[config.mk]
export PLATFORM = sky130hd
export DESIGN_NAME = dwb_ctrl_flat
export DESIGN_NICKNAME = d
export VERILOG_FILES = /design/src/verilog/dwb_pkg.sv /design/src/verilog/dwb_link_if.sv /design/src/verilog/dwb_ctrl.sv /design/src/flat_wrapper.sv
export SDC_FILE = /design/constraint.sdc
export NUM_CORES = 1
export LEC_CHECK = 0
export ABC_AREA = 1
export BUFFER_PORTS_ARGS = -buffer_cell sky130_fd_sc_hd__buf_2
export CAP_MARGIN = 0
export CORE_ASPECT_RATIO = 0.6
export CORE_UTILIZATION = 40
export CTS_CLUSTER_SIZE = 14
export DETAILED_ROUTE_END_ITERATION = 10
export PLACE_DENSITY = 0.54
export SYNTH_ARGS = -nofsm -noshare
export SYNTH_HDL_FRONTEND = slang
export SYNTH_SLANG_ARGS = --single-unit
[constraint.sdc]
create_clock -name ref_clk -period 7.8 [get_ports ref_clk]
set_input_delay 1.56 -clock ref_clk [delete_from_list [all_inputs] [get_ports ref_clk]]
set_output_delay 1.56 -clock ref_clk [all_outputs]
set_load 0.01 [all_outputs]
[src/verilog/dwb_pkg.sv]
/*
  Shared constants for the write-burst link: command codes, mode register
  field layout, controller register map, timing counts and state types.
  Assumes both ends and the bench import it whole.
*/
// Operation
// - field 00 fixed eight; 01 select per command
// - field 10 forces four-beat chop always
// - per-command bit twelve: low chop, high eight
// - bit ten low: plain write, bank stays open
// - bit ten high: bank precharges after burst
// - masking only in byte-wide configurations
// - masking and inversion never enabled together
// - mask low: lane data dropped, byte kept
// - mask high: lane data stored to array
// - with crc, mask enable picks persistent mode
// - termination timing follows command, not select
// - writes honoured only with loop locked
package dwb_pkg;

  // ==========================================================
  // link geometry and timing
  localparam int ADDR_W = 18;
  localparam int DQ_W = 8;
  localparam int COL_W = 6;
  localparam int MEM_DEPTH = 64;
  localparam int CLK_PERIOD_NS = 20;
  localparam int LINK_PERIOD_NS = 160;
  localparam int LINK_DIV = LINK_PERIOD_NS / CLK_PERIOD_NS;
  localparam logic [2:0] DIV_LAST = 3'(LINK_DIV - 1);

  // ==========================================================
  // command codes and address bits
  localparam logic [1:0] CMD_NOP = 2'h0;
  localparam logic [1:0] CMD_WRITE = 2'h1;
  localparam logic [1:0] CMD_MRS = 2'h2;
  localparam int AP_BIT = 10;
  localparam int SEL_BIT = 12;

  // ==========================================================
  // first mode register layout
  localparam int MR_BL_LSB = 0;
  localparam int MR_MASK_BIT = 2;
  localparam int MR_INV_BIT = 3;
  localparam int MR_CRC_BIT = 4;
  localparam int MR_CAL_LSB = 5;
  localparam int MR_AL_LSB = 8;
  localparam int MR_CWL_LSB = 13;
  localparam logic [ADDR_W-1:0] MR_RESET = 18'h12000;
  localparam logic [1:0] BL_FIXED8 = 2'h0;
  localparam logic [1:0] BL_OTF = 2'h1;
  localparam logic [1:0] BL_CHOP = 2'h2;
  localparam logic [3:0] BEATS_FULL = 4'h8;
  localparam logic [3:0] BEATS_CHOP = 4'h4;

  // ==========================================================
  // controller register map
  localparam int REG_AW = 8;
  localparam logic [REG_AW-1:0] REG_MODE = 8'h00;
  localparam logic [REG_AW-1:0] REG_CMD = 8'h04;
  localparam logic [REG_AW-1:0] REG_DLO = 8'h08;
  localparam logic [REG_AW-1:0] REG_DHI = 8'h0C;
  localparam logic [REG_AW-1:0] REG_MASK = 8'h10;
  localparam logic [REG_AW-1:0] REG_STAT = 8'h14;
  localparam int GO_BIT = 31;
  localparam int STAT_BUSY_BIT = 0;
  localparam int STAT_REJ_BIT = 1;

  typedef enum logic [3:0] {
    C_IDLE = 4'b0001,
    C_LEAD = 4'b0010,
    C_WAIT = 4'b0100,
    C_DATA = 4'b1000
  } dwb_cstate_e;

  typedef enum logic [2:0] {
    D_IDLE = 3'b001,
    D_WAIT = 3'b010,
    D_DATA = 3'b100
  } dwb_dstate_e;

  // ==========================================================
  // shared decoders
  function automatic logic [3:0] burst_beats(input logic [1:0] bl,
                                             input logic sel);
    logic [3:0] n;
    n = BEATS_FULL;
    case (bl)
      BL_FIXED8: n = BEATS_FULL;
      BL_OTF: n = sel ? BEATS_FULL : BEATS_CHOP;
      BL_CHOP: n = BEATS_CHOP;
      default: n = BEATS_FULL;
    endcase
    return n;
  endfunction

  function automatic logic [5:0] write_lat(input logic [ADDR_W-1:0] mr);
    return {1'b0, mr[MR_AL_LSB+:5]} + {1'b0, mr[MR_CWL_LSB+:5]};
  endfunction

endpackage
[src/verilog/dwb_link_if.sv]
/*
  Link between write controller and memory device: link clock, select,
  command, address, termination, data and shared mask/inversion lane.
  Assumes the controller drives every signal; the device only samples.
*/
`timescale 1ns/1ps
interface dwb_link_if;
  import dwb_pkg::*;
  logic ck;
  logic cs_n;
  logic [1:0] cmd;
  logic [ADDR_W-1:0] addr;
  logic on_die_termination;
  logic [DQ_W-1:0] dq;
  logic lane_n;
  modport ctl (output ck, cs_n, cmd, addr, on_die_termination, dq, lane_n);
  modport dev (input ck, cs_n, cmd, addr, on_die_termination, dq, lane_n);
endinterface

[src/verilog/dwb_ctrl.sv]
/*
  Write controller end: register port for software, link clock divider,
  command sequencer with select latency, and beat driver.
  Assumes software waits for busy to clear before issuing new orders.
*/
`timescale 1ns/1ps
module dwb_ctrl
  import dwb_pkg::*;
(
  input wire logic ref_clk,
  input wire logic rst_n,
  input wire logic [REG_AW-1:0] reg_addr,
  input wire logic [31:0] reg_wdata,
  input wire logic reg_we,
  input wire logic reg_re,
  output logic [31:0] reg_rdata,
  dwb_link_if.ctl link
);

  function automatic logic [DQ_W:0] drive_beat(
    input logic [63:0] data, input logic [7:0] mask,
    input logic [2:0] b, input logic [ADDR_W-1:0] mr);
    logic [DQ_W-1:0] d;
    logic [3:0] zeros;
    d = data[{b, 3'h0}+:8];
    zeros = 4'h0;
    for (int i = 0; i < DQ_W; i++)
    begin
      zeros = zeros + {3'h0, ~d[i]};
    end
    if (mr[MR_MASK_BIT])
    begin
      return {~mask[b], d};
    end
    // inversion keeps zeros on the lane to four or fewer
    if (mr[MR_INV_BIT] && zeros > 4'h4)
    begin
      return {1'b0, ~d};
    end
    return {1'b1, d};
  endfunction

  // ==========================================================
  // state
  dwb_cstate_e st_r, st_nxt;
  logic [2:0] div_r, div_nxt;
  logic [ADDR_W-1:0] mode_r, mode_nxt, shadow_r, shadow_nxt;
  logic [ADDR_W-1:0] op_addr_r, op_addr_nxt;
  logic [63:0] data_r, data_nxt;
  logic [7:0] mask_r, mask_nxt;
  logic mrs_pend_r, mrs_pend_nxt, go_pend_r, go_pend_nxt;
  logic op_mrs_r, op_mrs_nxt, rej_r, rej_nxt;
  logic [2:0] lead_r, lead_nxt;
  logic [5:0] wcnt_r, wcnt_nxt;
  logic [3:0] beat_r, beat_nxt, nbeats_r, nbeats_nxt;
  logic cs_n_r, cs_n_nxt, odt_r, odt_nxt, lane_r, lane_nxt;
  logic [1:0] cmd_r, cmd_nxt;
  logic [ADDR_W-1:0] addr_r, addr_nxt;
  logic [DQ_W-1:0] dq_r, dq_nxt;
  logic [31:0] rdata_r, rdata_nxt;
  logic tick, busy, send;
  logic [2:0] cal;

  assign tick = (div_r == DIV_LAST);
  assign busy = mrs_pend_r | go_pend_r | (st_r != C_IDLE);
  assign cal = mode_r[MR_CAL_LSB+:3];

  always_comb
  begin
    st_nxt = st_r;
    {mode_nxt, shadow_nxt, op_addr_nxt} = {mode_r, shadow_r, op_addr_r};
    {data_nxt, mask_nxt, mrs_pend_nxt, go_pend_nxt} =
      {data_r, mask_r, mrs_pend_r, go_pend_r};
    {op_mrs_nxt, rej_nxt, lead_nxt, wcnt_nxt} =
      {op_mrs_r, rej_r, lead_r, wcnt_r};
    {beat_nxt, nbeats_nxt, odt_nxt} = {beat_r, nbeats_r, odt_r};
    {dq_nxt, lane_nxt} = {dq_r, lane_r};
    div_nxt = div_r + 3'h1;
    rdata_nxt = 32'h0;
    send = 1'b0;
    if (reg_we && reg_addr == REG_STAT && reg_wdata[STAT_REJ_BIT])
    begin
      rej_nxt = 1'b0;
    end
    if (reg_we && !busy)
    begin
      case (reg_addr)
        REG_MODE:
        begin
          if (reg_wdata[MR_MASK_BIT] && reg_wdata[MR_INV_BIT])
          begin
            rej_nxt = 1'b1;
          end
          else
          begin
            shadow_nxt = reg_wdata[ADDR_W-1:0];
            mrs_pend_nxt = 1'b1;
          end
        end
        REG_CMD:
        begin
          op_addr_nxt = reg_wdata[ADDR_W-1:0];
          go_pend_nxt = reg_wdata[GO_BIT];
        end
        REG_DLO: data_nxt[31:0] = reg_wdata;
        REG_DHI: data_nxt[63:32] = reg_wdata;
        REG_MASK: mask_nxt = reg_wdata[7:0];
        default: ;
      endcase
    end
    if (reg_re)
    begin
      case (reg_addr)
        REG_MODE: rdata_nxt = 32'(mode_r);
        REG_CMD: rdata_nxt = 32'(op_addr_r);
        REG_DLO: rdata_nxt = data_r[31:0];
        REG_DHI: rdata_nxt = data_r[63:32];
        REG_MASK: rdata_nxt = {24'h0, mask_r};
        REG_STAT: rdata_nxt = {30'h0, rej_r, busy};
        default: rdata_nxt = 32'h0;
      endcase
    end
    // link pins change only half a link period before a rising edge
    cs_n_nxt = tick ? 1'b1 : cs_n_r;
    cmd_nxt = tick ? CMD_NOP : cmd_r;
    addr_nxt = tick ? '0 : addr_r;
    if (tick)
    begin
      case (st_r)
        C_IDLE:
        begin
          if (mrs_pend_r || go_pend_r)
          begin
            op_mrs_nxt = mrs_pend_r;
            mrs_pend_nxt = 1'b0;
            go_pend_nxt = mrs_pend_r & go_pend_r;
            cs_n_nxt = 1'b0;
            lead_nxt = cal - 3'h1;
            if (cal == 3'h0)
            begin
              send = 1'b1;
            end
            else
            begin
              st_nxt = C_LEAD;
            end
          end
        end
        C_LEAD:
        begin
          if (lead_r == 3'h0)
          begin
            send = 1'b1;
          end
          else
          begin
            lead_nxt = lead_r - 3'h1;
          end
        end
        C_WAIT:
        begin
          if (wcnt_r == 6'h0)
          begin
            {lane_nxt, dq_nxt} = drive_beat(data_r, mask_r, 3'h0, mode_r);
            beat_nxt = 4'h1;
            st_nxt = C_DATA;
          end
          else
          begin
            wcnt_nxt = wcnt_r - 6'h1;
          end
        end
        C_DATA:
        begin
          if (beat_r == nbeats_r)
          begin
            {lane_nxt, dq_nxt, odt_nxt} = {1'b1, 8'h00, 1'b0};
            st_nxt = C_IDLE;
          end
          else
          begin
            {lane_nxt, dq_nxt} =
              drive_beat(data_r, mask_r, beat_r[2:0], mode_r);
            beat_nxt = beat_r + 4'h1;
          end
        end
        default: st_nxt = C_IDLE;
      endcase
    end
    if (send)
    begin
      cmd_nxt = op_mrs_nxt ? CMD_MRS : CMD_WRITE;
      addr_nxt = op_mrs_nxt ? shadow_r : op_addr_r;
      st_nxt = op_mrs_nxt ? C_IDLE : C_WAIT;
      odt_nxt = ~op_mrs_nxt;
      wcnt_nxt = write_lat(mode_r) - 6'h1;
      nbeats_nxt = burst_beats(mode_r[MR_BL_LSB+:2],
                               op_addr_r[SEL_BIT]);
      if (op_mrs_nxt)
      begin
        mode_nxt = shadow_r;
      end
    end
  end

  always_ff @(posedge ref_clk)
  begin
    if (!rst_n)
    begin
      st_r <= C_IDLE;
      {div_r, mode_r, shadow_r, op_addr_r} <=
        {3'h0, MR_RESET, MR_RESET, 18'h00000};
      {data_r, mask_r, mrs_pend_r, go_pend_r} <= {64'h0, 8'h00, 2'h0};
      {op_mrs_r, rej_r, lead_r, wcnt_r} <= {2'h0, 3'h0, 6'h00};
      {beat_r, nbeats_r, odt_r, lane_r} <= {4'h0, BEATS_FULL, 2'h1};
      {cs_n_r, cmd_r, addr_r, dq_r} <= {1'b1, CMD_NOP, 18'h0, 8'h00};
      rdata_r <= 32'h0;
    end
    else
    begin
      st_r <= st_nxt;
      {div_r, mode_r, shadow_r, op_addr_r} <=
        {div_nxt, mode_nxt, shadow_nxt, op_addr_nxt};
      {data_r, mask_r, mrs_pend_r, go_pend_r} <=
        {data_nxt, mask_nxt, mrs_pend_nxt, go_pend_nxt};
      {op_mrs_r, rej_r, lead_r, wcnt_r} <=
        {op_mrs_nxt, rej_nxt, lead_nxt, wcnt_nxt};
      {beat_r, nbeats_r, odt_r, lane_r} <=
        {beat_nxt, nbeats_nxt, odt_nxt, lane_nxt};
      {cs_n_r, cmd_r, addr_r, dq_r} <= {cs_n_nxt, cmd_nxt, addr_nxt, dq_nxt};
      rdata_r <= rdata_nxt;
    end
  end

  // ==========================================================
  // outputs
  assign link.ck = div_r[2];
  assign link.cs_n = cs_n_r;
  assign link.cmd = cmd_r;
  assign link.addr = addr_r;
  assign link.on_die_termination = odt_r;
  assign link.dq = dq_r;
  assign link.lane_n = lane_r;
  assign reg_rdata = rdata_r;

endmodule

[src/flat_wrapper.sv]
// flat-port wrapper written by rule: the top's interface ports become plain ports
module dwb_ctrl_flat import dwb_pkg::*;
  (ref_clk, rst_n, reg_addr, reg_wdata, reg_we, reg_re, reg_rdata, link_ck, link_cs_n, link_cmd, link_addr, link_on_die_termination, link_dq, link_lane_n);
  dwb_link_if link_i ();
  input wire logic ref_clk;
  input wire logic rst_n;
  input wire logic [REG_AW-1:0] reg_addr;
  input wire logic [31:0] reg_wdata;
  input wire logic reg_we;
  input wire logic reg_re;
  output logic [31:0] reg_rdata;
  output wire logic [$bits(link_i.ck)-1:0] link_ck;
  output wire logic [$bits(link_i.cs_n)-1:0] link_cs_n;
  output wire logic [$bits(link_i.cmd)-1:0] link_cmd;
  output wire logic [$bits(link_i.addr)-1:0] link_addr;
  output wire logic [$bits(link_i.on_die_termination)-1:0] link_on_die_termination;
  output wire logic [$bits(link_i.dq)-1:0] link_dq;
  output wire logic [$bits(link_i.lane_n)-1:0] link_lane_n;
  assign link_ck = link_i.ck;
  assign link_cs_n = link_i.cs_n;
  assign link_cmd = link_i.cmd;
  assign link_addr = link_i.addr;
  assign link_on_die_termination = link_i.on_die_termination;
  assign link_dq = link_i.dq;
  assign link_lane_n = link_i.lane_n;
  dwb_ctrl u_core (.ref_clk(ref_clk), .rst_n(rst_n), .reg_addr(reg_addr), .reg_wdata(reg_wdata), .reg_we(reg_we), .reg_re(reg_re), .reg_rdata(reg_rdata), .link(link_i));
endmodule
==> results of run 1 <==
[area by class of cell]
class / count / area [um2]
clock buffer: 27 / 620.6
clock inverter: 12 / 141.4
fill: 2802 / 14280
inverter: 215 / 812.0
multi-input combinational: 982 / 5385
sequential: 215 / 4304
tap: 360 / 450.4
timing repair buffer: 115 / 595.6
[per-layer routing]
layer,vias up,wire length (um)
li1,4964,-
met1,4775,19230
met2,367,13300
met3,34,3141
met4,0,518
met5,-,0
[power breakdown]
group / internal [W] / switching (W) / leakage, nW / total (W)
clock network: 0.000666 / 0.000478 / 0.381 / 0.00114
logic: 0.0000178 / 0.0000594 / 2.87 / 0.0000772
registers: 0.00110 / 0.00000153 / 1.73 / 0.00110
total: 0.00178 / 0.000539 / 4.98 / 0.00232
[critical path, stage by stage, from the launching register on]
cell	delay, ps
dfxtp_1	310
buf_4	350
clkinv_1	870
nand2_1	310
nand3_1	90
nand3_1	180
nand2_1	110
ha_1	290
inv_1	50
fa_1	500
fa_1	560
inv_1	60
fa_1	430
fa_1	440
inv_1	60
nand2_1	50
nand3_1	60
nand2_1	50
nand2_1	240
clkinv_1	340
nand2_1	150
nand2_1	50
nor2_1	90
nor2_1	40
nor2_1	70
[layout by cell type (no fill, tap or decap), types with 5 or more instances in the layout]
master and n:
a211oi_1 8, a211oi_2 56, a21oi_1 131, buf_2 107
buf_4 8, clkbuf_16 23, clkinv_1 5, clkinv_2 7
dfxtp_1 215, fa_1 9, ha_1 23, inv_1 203
inv_2 5, nand2_1 295, nand2_2 9, nand3_1 131
nand4_1 5, nor2_1 145, nor2_2 5, o211ai_1 6
o21ai_0 83, o21ai_1 9, o22ai_1 26, xor2_1 6
[flip-flops by register name, summed over array words and instances (netlist names), 2 cells and up, named ones only]
| signal | cells |
|---|---|
| u_core.nbeats_r | 2 |
| u_core.reg_rdata | 32 |
| u_core.link.dq | 8 |
| u_core.op_addr_r | 18 |
| u_core.div_r | 3 |
| u_core.lead_r | 3 |
| u_core.wcnt_r | 6 |
| u_core.mode_r | 18 |
| u_core.data_r | 64 |
| u_core.shadow_r | 18 |
| u_core.link.addr | 18 |
| u_core.st_r | 4 |
| u_core.link.cmd | 2 |
| u_core.mask_r | 8 |
| u_core.beat_r | 4 |
[metrics by stage]
| stage | setup WS (ps) | utilization [%] | hold WS [ps] | total power, W |
|---|---|---|---|---|
| after floorplan | 3449 | - | 399.2 | 0.001170 |
| after global placement | 2149 | 43.43 | 412.5 | 0.001203 |
| after detailed placement | 1999 | 43.43 | 417.7 | 0.001203 |
| after CTS | 1963 | 46.29 | 426.3 | 0.002343 |
| after global routing | 1461 | 46.29 | 437.9 | 0.002393 |
| final | 1953 | 46.29 | 423.2 | 0.002323 |
[worst min-delay path by stage]
stage	from	to	slack (ps)
after floorplan	u_core.div_r[0]$_SDFF_PN0_	u_core.div_r[0]$_SDFF_PN0_	400
after global placement	u_core.div_r[0]$_SDFF_PN0_	u_core.div_r[0]$_SDFF_PN0_	410
after detailed placement	u_core.div_r[0]$_SDFF_PN0_	u_core.div_r[0]$_SDFF_PN0_	420
after CTS	u_core.div_r[0]$_SDFF_PN0_	u_core.div_r[0]$_SDFF_PN0_	430
after global routing	u_core.div_r[0]$_SDFF_PN0_	u_core.div_r[0]$_SDFF_PN0_	440
final	u_core.div_r[0]$_SDFF_PN0_	u_core.div_r[0]$_SDFF_PN0_	420
[kinds of logic after synthesis]
group	share of synthesized area, %
compound gates	19.94
xor+xnor	0.6428
buf+inv	11.11
fa+ha+maj	4.293
simple gates	24.53
flops	39.49
==> results.md, run 1 <==
- Reg clk slew, reported paths: 70 ps
- Critical Path RT: 8270 ps
- Die height: 129.9 um
- CTS Buf Count: 23
- HP Class: flip-flop to flip-flop
- Final ANT Viol Nets: 0
- Share of post-route cells with drive strength above 1: 15.84%
- Post-synth top cells: nand2_1 (295), dfxtp_1 (215), inv_1 (203)
- Dominant cell type by area after synthesis: dfxtp_1
- Least-Margin Pin Slew: 1096 ps
- Worst r2r src: u_core.beat_r[0]$_SDFFE_PN0P_
- Max Clock Skew: 14.67 ps
- Top-count cell post-synth: nand2_1
- Post_cts resized: 0
- Clk_lat worst skew: 540 ps
- P_leak: 4.984 nW
- Vias per cell: 5.265
- Slew headroom: 26.91%
- Worst r2r path cells: 24
- Setup-failing EPs final: 0
- Dominant synthesized flop cell: dfxtp_1
- Mean post-synth cell area: 7.326 um2
- Largest net degree at the start of global routing: 67
- Kind of critical path: flip-flop to flip-flop
- Worst VDD drop: 0.0001254 V
- Met3 global-route usage: 5.851%
- GPL Wtd Cong: 0.9331
- Die area: 27,940 um2
- Layout area overhead: 12.92%
- Post-CTS Setup Inserts: 0
- Port Buffers: 107
- Total congestion overflow: 0
- Routed length per instance: 18.79 um
- Critical path arrival: 6320 ps
- Design Area, Final: 12,310 um2
- Initial core utilization: 40.99%
- Min-Delay Path Depth: 1
- Placed Area: 11,550 um2
- Clock root buffer: clkbuf_16
- CP endpoint kind: flip-flop
- Largest cells by area after synthesis: dfxtp_1 (39%), nand2_1 (10%), inv_1 (7.0%), a211oi_2 (6.4%), a21oi_1 (6.0%)
- Synthesized Nets: 1,564
- Maxcap violations: 0
- CTS max path bufs: 3
- Vias in the first global route: 8,976
- Crit path to: u_core.link.dq[5]$_SDFFE_PN0P_
- Fin. max-slew vios: 0
- Setup TNS Final: 0 ps
- CTS tree: done
- Non-Filler Instances: 1,926
- Initial antenna violation count: 0
- First-pass GRT wire length: 54,520 um
- GRT Max-Usage Layer: met1
- GR Util All Layers: 25.48%
- DR pass1 iterations: 6
- Mapped cell area: 10,900 um2
- Capturing point of the worst reg2reg path: u_core.link.dq[5]$_SDFFE_PN0P_
- R2r setup slk: 1950 ps
- Met1 Use GR: 41.59%
- Yosys reg bits: 215
- H-tree depth: 1
- Met2 usage: 32.76%
- Row count: 46
- Dpl cells: 1,887
- N_diodes: 0
- Crit path from: u_core.beat_r[0]$_SDFFE_PN0P_
- Status: complete, no violations
- Critical Path Fanout Max: 43
- Die width: 215.1 um
- Fin nets: 1,628
- Unrepaired setup endpoints after global routing: no
- Final period utilization: 74.97%
- Post-Syn Instances: 1,488
- Synth warn: 0
- Register area share after synthesis: 39.49%
- Core area: 26,590 um2
- CTS Sinks: 215
- Final WL: 36,190 um
- Hold-fix buffers, CTS: 0
- HPWL Detailed: 26,720 um
- Fmax: 0.1710 GHz
- Via count: 10,140
- Critical Path Source Type: flip-flop
- Async SR Flop Fraction: 0%
- DRC: 0
- Post-synth EDFFs: 0
- Cell Pwr Density: 188.7 nW/um2
- Top-area cell type share of the netlist area: 39.49%
- # IOs: 108
- Hold Vio Cnt, Final: 0
- Distinct cells, synth: 43
- Starting DRT DRC Count: 1,050
- Minimum clock period: 5848 ps
No activity file was read; power rests on OpenSTA's default activity.
==> inputs of run 2 (changes only) <==
- ABC_AREA: 1 -> 0
- clock period: 7.8 -> 5.5 ns (I/O delays scaled with it)
==> run 2 against run 1 <==
  * The run now ends with DRC left
  * Clock skew increased by 1.3 ps
  * Final cell count decreased by 19%
  * Cell area decreased by 6.7%
  * Via count decreased by 15%
  * Critical path type unchanged
  * Largest power group is now registers
==> results.md, run 2 <==
- Status: finished, violations left
- Failing checks: DRC
- CTS max path bufs: 3
- Setup TNS Final: 0 ps
- Hold worst-path end: u_core.div_r[0]$_SDFF_PN0_
- Critical Path Fanout Max: 11
- Mean post-synth cell area: 8.642 um2
- Worst VDD drop: 0.0001601 V
- Hold-fix buffers, CTS: 0
- Power share of the clock group: 47.9%
- Worst r2r path cells: 14
- Die width: 206.2 um
- DR pass1 iterations: 10
- Post-synth EDFFs: 0
- HP Class: flip-flop to flip-flop
- Synth warn: 0
- Dominant synthesized flop cell: dfxtp_1
- Starting DRT DRC Count: 873
- Largest net degree at the start of global routing: 73
- Maxcap violations: 0
- Routed length per instance: 20.19 um
- Final ANT Viol Nets: 0
- Post-Syn Instances: 1,158
- Most common cell on crit path: fa_1
- Final WL: 31,580 um
- Commonest non-fill, non-tap cell in the layout: nand2_1
- Critical Path RT: 5950 ps
- Slew headroom: 17.70%
- Gate power share: 2.9%
- Distinct cells, synth: 72
- Internal: 0.002457 W
- Dominant cell type by area after synthesis: dfxtp_1
- HPWL Detailed: 22,930 um
- CTS tree: done
- Non-Filler Instances: 1,564
- Die area: 25,680 um2
- CTS Buf Count: 22
- Layout area overhead: 14.79%
- Kind of critical path: flip-flop to flip-flop
- Slowest CP cell: dfxtp_1
- Capturing point of the worst reg2reg path: u_core.link.dq[3]$_SDFFE_PN0P_
- Dpl cells: 1,523
- Mapped cell area: 10,010 um2
- DRC: 13
- Port Buffers: 107
- Vias per cell: 5.543
- Placed Area: 10,760 um2
- Final period utilization: 90.63%
- Largest cells by area after synthesis: dfxtp_1 (43%), nand2_1 (9.4%), a21oi_1 (6.1%), mux2i_1 (5.9%), mux4_2 (4.3%)
- H-tree depth: 1
- Core area: 24,390 um2
- Unrepaired setup endpoints after global routing: no
- Post-CTS Setup Inserts: 0
- Design Area, Final: 11,490 um2
- Total congestion overflow: 0
- Initial antenna violation count: 1
- Fmax: 0.2006 GHz
- # IOs: 108
- GPL Wtd Cong: 0.8777
- Yosys reg bits: 215
- Async SR Flop Fraction: 0%
- Cell Pwr Density: 276.7 nW/um2
- Setup-failing EPs final: 0
- Worst r2r src: u_core.beat_r[1]$_SDFFE_PN0P_
- Fin nets: 1,301
- Clk_lat worst skew: 530 ps
- Synthesized Nets: 1,234
- Post_cts resized: 0
- Fill cells: 2,443
- Family with the most delay on the worst path: adder cells
- Row count: 44
- Register area share after synthesis: 43.01%
- Via count: 8,669
- First-pass GRT wire length: 48,170 um
- Critical path arrival: 5430 ps
- Vias in the first global route: 7,968
- Min-Delay Path Depth: 1
- R2r setup slk: 520 ps
- CP max stage delay: 700 ps
- Switching Share: 22.70%
- Fin. max-slew vios: 0
- CP bufs+invs: 2
- Sequential group share of total power: 49.2%
- Die height: 124.5 um
- Min-delay src: u_core.div_r[0]$_SDFF_PN0_
- GR Util All Layers: 24.61%
- Crit path from: u_core.beat_r[1]$_SDFFE_PN0P_
- P_leak: 4.423 nW
- Largest register FFs: 64
- Share of post-route cells with drive strength above 1: 17.00%
- Post-synth top cells: nand2_1 (250), dfxtp_1 (215), a21oi_1 (122)
- CTS Sinks: 215
- Top-count cell post-synth: nand2_1
- Max Clock Skew: 15.99 ps
- Top-area cell type share of the netlist area: 43.01%
- Critical path, cell by cell: mux4_2 > mux2i_1 > ha_1 > inv_1 > fa_1 > fa_1 > inv_1 > fa_1 > fa_1 > xnor2_1 > o22ai_1 > a21o_1 > a31oi_1 > a21oi_1
- Hold slack: 422.7 ps
- Minimum clock period: 4985 ps
- Least-Margin Pin Slew: 1217 ps
- Hold Vio Cnt, Final: 0
- Reg clk slew, reported paths: 60 ps
- CP endpoint kind: flip-flop
- Initial core utilization: 41.03%
- Switching power: 0.0007215 W
- Commonest cells after routing, fill and taps aside: nand2_1 (250), dfxtp_1 (215), a21oi_1 (122), buf_2 (107), nor2_1 (63)
- Critical Path Source Type: flip-flop
- Clock root buffer: clkbuf_16
[run 2: layer usage]
metal / vias to the layer above / part of all wire (%) / track usage [%]
met1: 4157 / 52 / 39.70
met4: 0 / 1.9 / 6.315
li1: 4172 / - / -
met3: 41 / 7.6 / 5.024
met5: - / 0 / 0
met2: 299 / 39 / 32.18
[run 2: area by class of cell]
cell class / count / area (um2) / share of cell area, %
clock inverters: 7 / 77.57 / 0.6753
multi-input cells: 811 / 5161 / 44.93
repair buffers: 129 / 713.2 / 6.208
well taps: 322 / 402.9 / 3.507
inverters: 46 / 173.9 / 1.514
flip-flops and latches: 215 / 4304 / 37.47
diodes: 1 / 2.502 / 0.02178
clock buffers: 33 / 651.9 / 5.675
[run 2: worst max-delay path by stage]
stage / cells past startpoint / to / slack [ps]
2_1_floorplan: 15 / u_core.link.dq[0]$_SDFFE_PN0P_ / 1030
3_3_place_gp: 14 / u_core.link.dq[5]$_SDFFE_PN0P_ / 620
3_5_place_dp: 14 / u_core.link.dq[3]$_SDFFE_PN0P_ / 530
4_1_cts: 14 / u_core.link.dq[3]$_SDFFE_PN0P_ / 520
5_1_grt: 14 / u_core.link.dq[7]$_SDFFE_PN0P_ / 210
6_report: 14 / u_core.link.dq[3]$_SDFFE_PN0P_ / 520
[run 2: logic make-up (layout without fill, tap and decap cells)]
| group | Yosys count | in the layout | synth area share, % |
|---|---|---|---|
| and+or+nand+nor | 412 | 412 | 18.49 |
| AOI/OAI and AO/OA | 267 | 267 | 16.08 |
| other | 0 | 1 | 0 |
| muxes | 84 | 84 | 10.85 |
| adders and majority gates | 32 | 32 | 4.676 |
| xor gates and xnor gates | 16 | 16 | 1.400 |
| buffers and inverters | 132 | 215 | 5.489 |
| DFF | 215 | 215 | 43.01 |
[run 2: per-stage QoR]
stage | setup slack (ps) | utilization (%) | total power [W]
floorplan | 1029 | - | 0.001638
global placement | 620.5 | 44.10 | 0.001689
detailed placement | 531.9 | 44.10 | 0.001689
CTS | 516.5 | 47.09 | 0.003211
global route | 206.5 | 47.10 | 0.003276
finish | 515.5 | 47.10 | 0.003179
[run 2: power by group through the flow]
stage	clock network (W)	logic (W)	registers (W)
finish	0.00152	0.0000918	0.00156
global route	0.00162	0.0000986	0.00156
CTS	0.00156	0.0000914	0.00156
detailed placement	0	0.0000912	0.00160
global placement	0	0.0000911	0.00160
floorplan	0	0.0000405	0.00160
